<file path="src/core/smf_pkg.sv">
// Package for the switch mode and fault logic: widths, encodings, timing
package smf_pkg;
	localparam int SMF_NUM_HS = 4;
	localparam int SMF_NUM_LS = 8;
	localparam int SMF_NUM_OUT = 12;
	localparam int SMF_HS_ZERO = 0;
	localparam int SMF_HS_TWO = 2;
	localparam int SMF_LS_BASE = 4;
	// Fault filter time in ns and its cycle count at 20 MHz
	localparam int SMF_CLK_PERIOD_NS = 50;
	localparam int SMF_FILTER_NS = 300;
	localparam int SMF_FILTER_CYC = (SMF_FILTER_NS + SMF_CLK_PERIOD_NS - 1)
		/ SMF_CLK_PERIOD_NS;
	localparam logic [11:0] SMF_ALL_ZERO = 12'h000;
	localparam logic [11:0] SMF_ALL_ONE = 12'hFFF;
	localparam logic [3:0] SMF_HS_NONE = 4'h0;
	localparam logic [7:0] SMF_LS_NONE = 8'h00;
	localparam logic [3:0] SMF_FAILSAFE_HS = 4'h5;

	typedef enum logic [1:0] {
		SMF_SLEEP = 2'b00,
		SMF_OFF = 2'b01,
		SMF_NORMAL = 2'b10,
		SMF_FAILSAFE = 2'b11
	} smf_mode_type;

	// Configuration words loaded by the serial front end
	typedef struct packed {
		logic [11:0] output_cmd;
		logic [11:0] direct_select;
		logic [11:0] openload_config_reg;
		logic [7:0] overcurrent_shutdown_reg;
	} smf_cfg_type;

	// Raw analog sensing per output; overvoltage is one global bit
	typedef struct packed {
		logic [11:0] overtemp;
		logic [11:0] openload;
		logic [7:0] overcurrent;
		logic overvoltage;
		logic [11:0] cooled;
	} smf_sense_type;
endpackage

</file>
<file path="src/core/smf_core.sv">
// Mode sequencing and fault handling for the twelve power switches
`timescale 1ns/1ns
`default_nettype none

// Overview of operation
// - Until configured, low-sides follow shared input, high-sides own inputs.
// - Default: high-side open-load detection on, low-side off.
// - Wake low and reset low: sleep, all outputs off.
// - Wake high, reset low, no timeout: all off; reset rise gives default.
// - Wake high, reset low, timeout: fail-safe, leave by dropping wake.
// - Reset high, timeout: fail-safe; leave by dropping reset and wake.
// - Reset high, no timeout: normal, outputs from config and inputs.
// - Every detected fault latches a 1 in its output's status bit.
// - Vanished faults clear their status bit on chip-select rise.
// - Overtemp and open-load per output, overvoltage global, overcurrent LS.
// - Low-side overcurrent and open-load pass a fault delay filter.
// - Flag low on any fault; overvoltage, HS faults tracked live.
// - LS faults latch flag low; toggling output or reset clears.
// - Overtemp only sensed when on; shuts only the affected output.
// - Low-side overtemp latches off until commanded off after cooling.
// - High-side overtemp off, back on automatically after cooling.
// - Overvoltage turns all outputs off and latches fault for all.
// - After overvoltage all twelve status bits read 1 until cleared.
// - Open-load only when off; enabled by 0 for HS, 1 for LS.
// - HS open-load clearable once load restored or commanded on.
// - Enabled LS overcurrent: filter timer, then off and latch fault.
// - LS overcurrent retry only after off then on command.
// - Disabled LS overcurrent: stay in current limit, no report.
// - Fail-safe select low disables watchdog and fail-safe behaviour.
// - Status bits 11 to 0 map to outputs of same number.
module smf_core
	import smf_pkg::*;
#(
	parameter int FILTER_CYC = SMF_FILTER_CYC
) (
	input wire logic clk,
	input wire logic rst_b,
	input wire logic wake,
	input wire logic watchdog_expired,
	input wire logic failsafe_select_in,
	input wire logic low_side_direct_in,
	input wire logic [3:0] high_side_direct_in,
	input wire logic cfg_valid,
	input wire smf_cfg_type cfg_in,
	input wire logic chip_select_rise,
	input wire smf_sense_type sense,
	output logic [3:0] high_switches,
	output logic [7:0] low_switches,
	output logic [11:0] output_fault_bits,
	output logic fault_flag_n,
	output smf_mode_type mode
);

	localparam int CW = $clog2(FILTER_CYC + 1);
	localparam logic [CW-1:0] FILT_MAX = CW'(FILTER_CYC);

	smf_cfg_type cfg;
	logic was_default;
	logic [11:0] cmd_on;
	logic [11:0] cmd_on_prev;
	logic [11:0] drive;
	logic [3:0] hs_on_cmd;
	logic [11:0] ol_enabled;
	logic [11:0] ol_raw;
	logic [11:0] ot_raw;
	logic [7:0] oc_raw;
	logic [7:0] ls_ol_ok;
	logic [7:0] ls_oc_ok;
	logic [7:0] ls_off_latch;
	logic [7:0] ls_flag_latch;
	logic [11:0] fault_now;
	logic [11:0] status;
	logic [11:0] next_status;
	logic fs_active;
	logic ov;
	logic next_flag_n;
	smf_mode_type next_mode;

	// Watchdog timeout only acts when fail-safe select is high
	assign fs_active = failsafe_select_in & watchdog_expired;
	assign ov = sense.overvoltage;

	// Mode from pin levels; timeout input is held outside until exit
	assign next_mode = (!wake && !rst_b) ? SMF_SLEEP :
		fs_active ? SMF_FAILSAFE :
		!rst_b ? SMF_OFF : SMF_NORMAL;

	// Output command: direct inputs steer until configured
	generate
		for (genvar i = 0; i < SMF_NUM_OUT; i++) begin : g_cmd
			logic din;
			if (i < SMF_LS_BASE) begin : g_hs
				assign din = high_side_direct_in[i];
			end else begin : g_ls
				assign din = low_side_direct_in;
			end
			assign cmd_on[i] = cfg.direct_select[i] ? din :
				(cfg.output_cmd[i] | (was_default & din));
		end
	endgenerate

	// Open-load enables, polarity differs per side
	assign ol_enabled = {cfg.openload_config_reg[11:4],
		~cfg.openload_config_reg[3:0]};
	assign ol_raw = sense.openload & ol_enabled & ~drive;
	// High-side thermal sense follows the command, not the gated drive;
	// otherwise the shutdown would mask its own fault report
	assign hs_on_cmd = (mode == SMF_NORMAL && !ov) ? cmd_on[3:0] :
		SMF_HS_NONE;
	assign ot_raw = sense.overtemp & {drive[11:4], hs_on_cmd};
	assign oc_raw = sense.overcurrent & drive[11:4] &
		cfg.overcurrent_shutdown_reg;

	// Low-side filters and latches, one per low-side output
	generate
		for (genvar j = 0; j < SMF_NUM_LS; j++) begin : g_ls
			localparam int K = j + SMF_LS_BASE;
			logic [CW-1:0] oc_cnt;
			logic [CW-1:0] ol_cnt;
			logic toggled;
			logic off_latch;
			logic flag_latch;
			// Local latches, exported bitwise so one process owns each
			assign ls_off_latch[j] = off_latch;
			assign ls_flag_latch[j] = flag_latch;
			assign toggled = cmd_on[K] ^ cmd_on_prev[K];
			assign ls_oc_ok[j] = (oc_cnt == FILT_MAX);
			assign ls_ol_ok[j] = (ol_cnt == FILT_MAX);
			// Counters reset when condition drops so glitches vanish
			always_ff @(posedge clk or negedge rst_b) begin
				if (!rst_b) begin
					oc_cnt <= '0;
					ol_cnt <= '0;
					off_latch <= 1'b0;
					flag_latch <= 1'b0;
				end else begin
					oc_cnt <= !oc_raw[j] ? '0 :
						(ls_oc_ok[j] ? oc_cnt : oc_cnt + 1'b1);
					ol_cnt <= !ol_raw[K] ? '0 :
						(ls_ol_ok[j] ? ol_cnt : ol_cnt + 1'b1);
					// Latched off until commanded off; retry on new on
					if (ls_oc_ok[j] || ot_raw[K])
						off_latch <= 1'b1;
					else if (!cmd_on[K] && !sense.overtemp[K])
						off_latch <= 1'b0;
					// Set wins over toggle clear
					if (ls_oc_ok[j] || ls_ol_ok[j] || ot_raw[K])
						flag_latch <= 1'b1;
					else if (toggled)
						flag_latch <= 1'b0;
				end
			end
		end
	endgenerate

	// Actual drive: mode, overvoltage, thermal and latch gating
	always_comb begin
		drive = SMF_ALL_ZERO;
		case (mode)
			SMF_NORMAL: begin
				drive[3:0] = cmd_on[3:0] & ~sense.overtemp[3:0];
				drive[11:4] = cmd_on[11:4] & ~ls_off_latch;
			end
			SMF_FAILSAFE: drive[3:0] = SMF_FAILSAFE_HS;
			default: drive = SMF_ALL_ZERO;
		endcase
		// Overvoltage overrides every mode, fail-safe included
		if (ov)
			drive = SMF_ALL_ZERO;
	end

	// Present fault per output; overvoltage hits every bit
	assign fault_now = {ls_oc_ok | ls_ol_ok, ol_raw[3:0]} |
		ot_raw | {SMF_NUM_OUT{ov}};

	// Latched status; on chip-select rise keep only live faults
	assign next_status = chip_select_rise ? fault_now :
		(status | fault_now);

	assign next_flag_n = ~(ov | (|ol_raw[3:0]) | (|ot_raw[3:0]) |
		(|ls_flag_latch));

	// Configuration held at default whenever reset pin is low
	always_ff @(posedge clk or negedge rst_b) begin
		if (!rst_b) begin
			cfg <= '0;
			was_default <= 1'b1;
		end else if (cfg_valid) begin
			cfg <= cfg_in;
			was_default <= 1'b0;
		end
	end

	// Status, flag, previous-command and fault-bit registers
	always_ff @(posedge clk or negedge rst_b) begin
		if (!rst_b) begin
			status <= SMF_ALL_ZERO;
			cmd_on_prev <= SMF_ALL_ZERO;
			fault_flag_n <= 1'b1;
			output_fault_bits <= SMF_ALL_ZERO;
		end else begin
			status <= next_status;
			cmd_on_prev <= cmd_on;
			fault_flag_n <= next_flag_n;
			output_fault_bits <= next_status;
		end
	end

	// Switch pins are not cleared by the reset pin: with reset low and a
	// timeout the fail-safe pair must still be driven on
	always_ff @(posedge clk) begin
		high_switches <= drive[3:0];
		low_switches <= drive[11:4];
	end

	// Mode register runs through reset so sleep and fail-safe show
	always_ff @(posedge clk) begin
		mode <= next_mode;
	end

	chk_failsafe_drive: assert property (@(posedge clk)
		(mode == SMF_FAILSAFE) |=> (high_switches == SMF_FAILSAFE_HS)
			&& (low_switches == SMF_LS_NONE))
		else $error("fail-safe outputs wrong");

	chk_sleep_off: assert property (@(posedge clk)
		(mode == SMF_SLEEP || mode == SMF_OFF) |=>
			(high_switches == SMF_HS_NONE) && (low_switches == SMF_LS_NONE))
		else $error("outputs on while sleeping");

	chk_fsi_disable: assert property (@(posedge clk)
		!failsafe_select_in |=> mode != SMF_FAILSAFE)
		else $error("fail-safe with select low");

	chk_ov_all_off: assert property (@(posedge clk) disable iff (!rst_b)
		ov |=> (low_switches == SMF_LS_NONE) &&
			(output_fault_bits == SMF_ALL_ONE))
		else $error("overvoltage not handled");

	chk_fault_sticky: assert property (@(posedge clk) disable iff (!rst_b)
		(status[0] && !chip_select_rise) |=> status[0])
		else $error("status bit lost without clear");

	chk_flag_ov: assert property (@(posedge clk) disable iff (!rst_b)
		ov |=> !fault_flag_n)
		else $error("flag not low on overvoltage");

	chk_cs_clear: assert property (@(posedge clk) disable iff (!rst_b)
		(chip_select_rise && fault_now == SMF_ALL_ZERO) |=>
			status == SMF_ALL_ZERO)
		else $error("status not cleared");

	chk_ls_ot_off: assert property (@(posedge clk) disable iff (!rst_b)
		(mode == SMF_NORMAL && ot_raw[4]) ##1 (mode == SMF_NORMAL) |=>
			!low_switches[0])
		else $error("low-side on after overtemp");

	chk_oc_filter: assert property (@(posedge clk) disable iff (!rst_b)
		$rose(oc_raw[0]) |-> !ls_oc_ok[0])
		else $error("overcurrent accepted unfiltered");

	// Mode decoding from pin levels
	chk_sleep_mode: assert property (@(posedge clk)
		(!wake && !rst_b) |=> mode == SMF_SLEEP)
		else $error("not in sleep with wake and reset low");

	chk_mode_off: assert property (@(posedge clk)
		(wake && !rst_b && !fs_active) |=> mode == SMF_OFF)
		else $error("not all-off with reset low");

	chk_fs_mode: assert property (@(posedge clk)
		(fs_active && (wake || rst_b)) |=> mode == SMF_FAILSAFE)
		else $error("fail-safe not entered");

	chk_mode_normal: assert property (@(posedge clk)
		(rst_b && !fs_active) |=> mode == SMF_NORMAL)
		else $error("normal mode not entered");

	// Overvoltage wins over fail-safe too
	chk_ov_hs_off: assert property (@(posedge clk)
		ov |=> high_switches == SMF_HS_NONE)
		else $error("high-side on during overvoltage");

	// Thermal behaviour of single outputs
	chk_hs_ot_off: assert property (@(posedge clk)
		sense.overtemp[1] |=> !high_switches[1])
		else $error("high-side on during overtemp");

	chk_hs_recover: assert property (@(posedge clk) disable iff (!rst_b)
		(mode == SMF_NORMAL && !ov && cmd_on[1] && !sense.overtemp[1]) |=>
			high_switches[1])
		else $error("high-side did not recover");

	chk_ls_latch_hold: assert property (@(posedge clk) disable iff (!rst_b)
		ls_off_latch[0] |=> !low_switches[0])
		else $error("latched low-side driven");

	// Fault capture and reporting
	chk_oc_latch: assert property (@(posedge clk) disable iff (!rst_b)
		ls_oc_ok[0] |=> output_fault_bits[4] && ls_off_latch[0])
		else $error("overcurrent not latched");

	chk_oc_disabled: assert property (@(posedge clk) disable iff (!rst_b)
		(!cfg.overcurrent_shutdown_reg[0] ##1
			!cfg.overcurrent_shutdown_reg[0]) |-> !ls_oc_ok[0])
		else $error("overcurrent reported while disabled");

	chk_ol_status: assert property (@(posedge clk) disable iff (!rst_b)
		ol_raw[0] |=> output_fault_bits[0])
		else $error("open-load not reported");

	chk_cs_keep_live: assert property (@(posedge clk) disable iff (!rst_b)
		(chip_select_rise && fault_now[1]) |=> status[1])
		else $error("live fault cleared");

	chk_flag_ls_latch: assert property (@(posedge clk) disable iff (!rst_b)
		ls_flag_latch[0] |=> !fault_flag_n)
		else $error("flag high with low-side latch set");

	chk_flag_clear: assert property (@(posedge clk) disable iff (!rst_b)
		(!ov && ol_raw[3:0] == SMF_HS_NONE && ot_raw[3:0] == SMF_HS_NONE &&
			ls_flag_latch == SMF_LS_NONE) |=> fault_flag_n)
		else $error("flag low with no fault");

	chk_toggle_clear: assert property (@(posedge clk) disable iff (!rst_b)
		(cmd_on[4] != cmd_on_prev[4] && !ls_oc_ok[0] && !ls_ol_ok[0] &&
			!ot_raw[4]) |=> !ls_flag_latch[0])
		else $error("flag latch kept after toggle");

endmodule // smf_core

`default_nettype wire

</file>
<file path="config.mk">
export PLATFORM = sky130hd
export DESIGN_NAME = smf_core
export DESIGN_NICKNAME = d
export VERILOG_FILES = /design/src/core/smf_pkg.sv /design/src/core/smf_core.sv
export SDC_FILE = /design/constraint.sdc
export NUM_CORES = 1
export LEC_CHECK = 0
export BUFFER_PORTS_ARGS = -buffer_cell sky130_fd_sc_hd__buf_2
export CORE_MARGIN = 2
export CORE_UTILIZATION = 52
export CTS_CLUSTER_DIAMETER = 120
export DETAILED_ROUTE_END_ITERATION = 6
export PLACE_DENSITY = 0.76
export SYNTH_ARGS = -nofsm -noshare
export SYNTH_HDL_FRONTEND = slang
export SYNTH_SLANG_ARGS = --single-unit
</file>
<file path="constraint.sdc">
create_clock -name clk -period 3.8 [get_ports clk]
set_clock_uncertainty 0.2 [all_clocks]
set_input_delay 0.38 -clock clk [delete_from_list [all_inputs] [get_ports clk]]
set_output_delay 0.38 -clock clk [all_outputs]
set_load 0.02 [all_outputs]
</file>
==> impl_metrics.json <==
{
  "place_area_um2": 7110,
  "setup_tns_ns": 0,
  "status": "complete, no violations",
  "port_buffers": 115,
  "netlist_area_um2": 6370,
  "cts_tree": "done",
  "via_count": 4771,
  "power_leakage_nw": 4.11,
  "antennaDiodeCount": 0,
  "max_slew.worst_pin.slew_ns": 1.11,
  "synth_area_leaders": "dfrtp_1, mux2_2, ha_1, dfxtp_1, nand2_1",
  "yosysTopAreaCell": "dfrtp_1",
  "track_usage": 0.238,
  "relSlewSlack": 0.259,
  "p_clk_frac": 0.432,
  "rrSetupSlack_ns": 1.58,
  "r2r_start": "mode[0]",
  "pwr-share-seq": 0.458,
  "p_int_mw": 2.86,
  "post-synth-top-count-cell": "dfrtp_1",
  "fin_util": 0.683,
  "dp_hpwl_mm": 9.49,
  "rows": 40,
  "fin_ws_ns": 1.10,
  "ys.flop_type": "dfrtp_1",
  "fillers": 852,
  "path_clk_slew_ns": 0.06,
  "grt_setup_unrepaired": "false",
  "place_ws_ns": 1.35,
  "routedWlPerCell_um": 16.2,
  "cp.arrival_ns": 2.87,
  "place_congestion": 0.768,
  "fmax_mhz": 370,
  "core_area_um2": 12000,
  "stdcell_area_um2": 8160,
  "clk_latency_ns": 0.42,
  "vias_per_cell": 5.35,
  "reg2reg_depth": 4,
  "slew_violations": 0,
  "grt_max_degree": 74,
  "clockBufferDepth": 2,
  "worstPathRequired_ns": 3.97,
  "htreeDepth": 4,
  "hold_depth": 2,
  "r2r-end": "g_ls[3].oc_cnt[1]",
  "nNetsFinal": 864,
  "grt_antenna_before_repair": 0,
  "area_growth_pct": 28.2,
  "finalCriticalPeriod_ns": 2.70,
  "synth_nets": 689,
  "yosysWarningCount": 0,
  "ant_nets": 0,
  "synth_top_area_share": 0.503,
  "syn-instance-count": 556,
  "first_pass_iters": 4,
  "grt_pass1_vias": 5206,
  "clkSinkCount": 144,
  "gr-total-overflow": 0,
  "finalHoldViolCount": 0,
  "synth_edf_count": 0,
  "grt_pass1_wl_mm": 24.0,
  "switching_share": 0.237,
  "startpoint_type": "input port",
  "async_flop_share": 0.903,
  "ys_ff_latch": 144,
  "min_period_over_period": 0.711,
  "cts_buffers": 17,
  "wl_mm": 14.4,
  "die_w_um": 115,
  "power_density_nw_per_um2": 458,
  "end_kind": "flop",
  "synth.lib_cells_used.distinct": 41,
  "switching_power_uw": 885,
  "start_util": 0.532,
  "synthTopCellsByCount": "dfrtp_1, nand2_1, mux2_2",
  "p_comb_frac": 0.110,
  "drt-initial-drc-count": 303,
  "cp_max_fo": 73,
  "ctsResizeCount": 0,
  "crit_type": "input port to flop",
  "drive_gt1_frac": 0.285,
  "avgSynthCellArea_um2": 11.5,
  "hold_class": "input port to flop",
  "fp.dieArea_um2": 13100,
  "drc": 0,
  "min_from": "cfg_in[15]",
  "drv_cap": 0,
  "hold_end": "cfg[15]",
  "setup_viol": 0,
  "die_h_um": 115,
  "peakVddDrop_uv": 431,
  "ys_seq_area_frac": 0.555,
  "pin_count": 128,
  "root_buffer": "clkbuf_16"
}
per-stage QoR:
step	hold WS [ns]	power, mW	std cells
global route	0.00126	3.90	891
finish	0.0101	3.74	891
CTS	0.0000763	3.77	890
global placement	0.233	2.09	811
floorplan	-0.116	1.95	556
detailed placement	0.229	2.11	811
cells in the final DEF, fill, tap and decap left out, types with 4 or more instances in the layout:
master	n
inv_1	26
nand3_1	17
clkbuf_1	6
nor2_1	38
a211oi_2	8
o211a_1	16
nor3_1	8
mux2_2	44
clkbuf_16	17
nand3b_1	17
a21oi_1	21
nor2b_1	5
nand2b_1	10
dlygate4sd3_1	48
o21ai_0	29
dfxtp_1	14
buf_2	114
clkinv_2	4
xnor2_1	16
and3_1	4
nand2_1	60
and2_2	6
dfrtp_1	128
ha_1	32
a211oi_1	8
xor2_1	8
and3_2	6
logic make-up after synthesis:
group,synth area share
buffers and inverters,0.0228
muxes,0.0809
adders and majority gates,0.0629
DFF,0.555
AOI/OAI and AO/OA,0.0986
and+or+nand+nor,0.147
xor gates and xnor gates,0.0330
state kept, by name, summed over array words and instances (netlist names):
name	count
low_switches	8
cfg	44
g_ls.ol_cnt	24
mode	2
fault_flag_n	1
was_default	1
g_ls.oc_cnt	24
g_ls.off_latch	8
status	12
high_switches	4
cmd_on_prev	8
g_ls.flag_latch	8
routing by layer:
metal | GRT usage | part of all wire | up-vias
li1 | - | - | 2267
met1 | 0.275 | 0.41 | 2369
met2 | 0.425 | 0.53 | 111
met3 | 0.0683 | 0.044 | 24
met4 | 0.0805 | 0.017 | 0
met5 | 0 | 0 | -
worst max path at each step:
stage	startpoint	depth (start not counted)	end
2_1_floorplan	mode[1]	5	g_ls[1].oc_cnt[1]
3_3_place_gp	sense[12]	5	g_ls[3].oc_cnt[2]
3_5_place_dp	sense[12]	5	g_ls[3].oc_cnt[2]
4_1_cts	rst_b	6	mode[0]
5_1_grt	rst_b	6	mode[0]
6_report	rst_b	6	mode[0]
cell type report:
class                           count  area [um2]  share of cell area
Timing Repair Buffer              166        1080               0.133
Clock inverter                      6        80.1             0.00981
Multi-Input combinational cell    376        2690               0.330
Sequential cell                   144        3540               0.433
Clock buffer                       26         489              0.0599
Inverter                           26        97.6              0.0120
Tap cell                          147         184              0.0225
power by group through the flow:
stage / Combinational [mW] / Clock [mW] / Sequential [mW]
3_5_place_dp: 0.374 / 0 / 1.74
2_1_floorplan: 0.201 / 0 / 1.74
5_1_grt: 0.461 / 1.72 / 1.72
6_report: 0.412 / 1.62 / 1.71
3_3_place_gp: 0.359 / 0 / 1.73
4_1_cts: 0.416 / 1.64 / 1.71
what timing repair did:
action                    CTS  global route
hold endpoints to repair  111             1
hold buffers               47             1
setup buffers               0             0
worst max-delay path, stage by stage:
cell and delay, ns:
dlygate4sd3_1 0.54, buf_6 0.51, nand3_1 0.15, dlygate4sd3_1 0.58
o21ai_0 0.08, dlygate4sd3_1 0.57
Note: power is estimated with default switching activity, not from simulation.
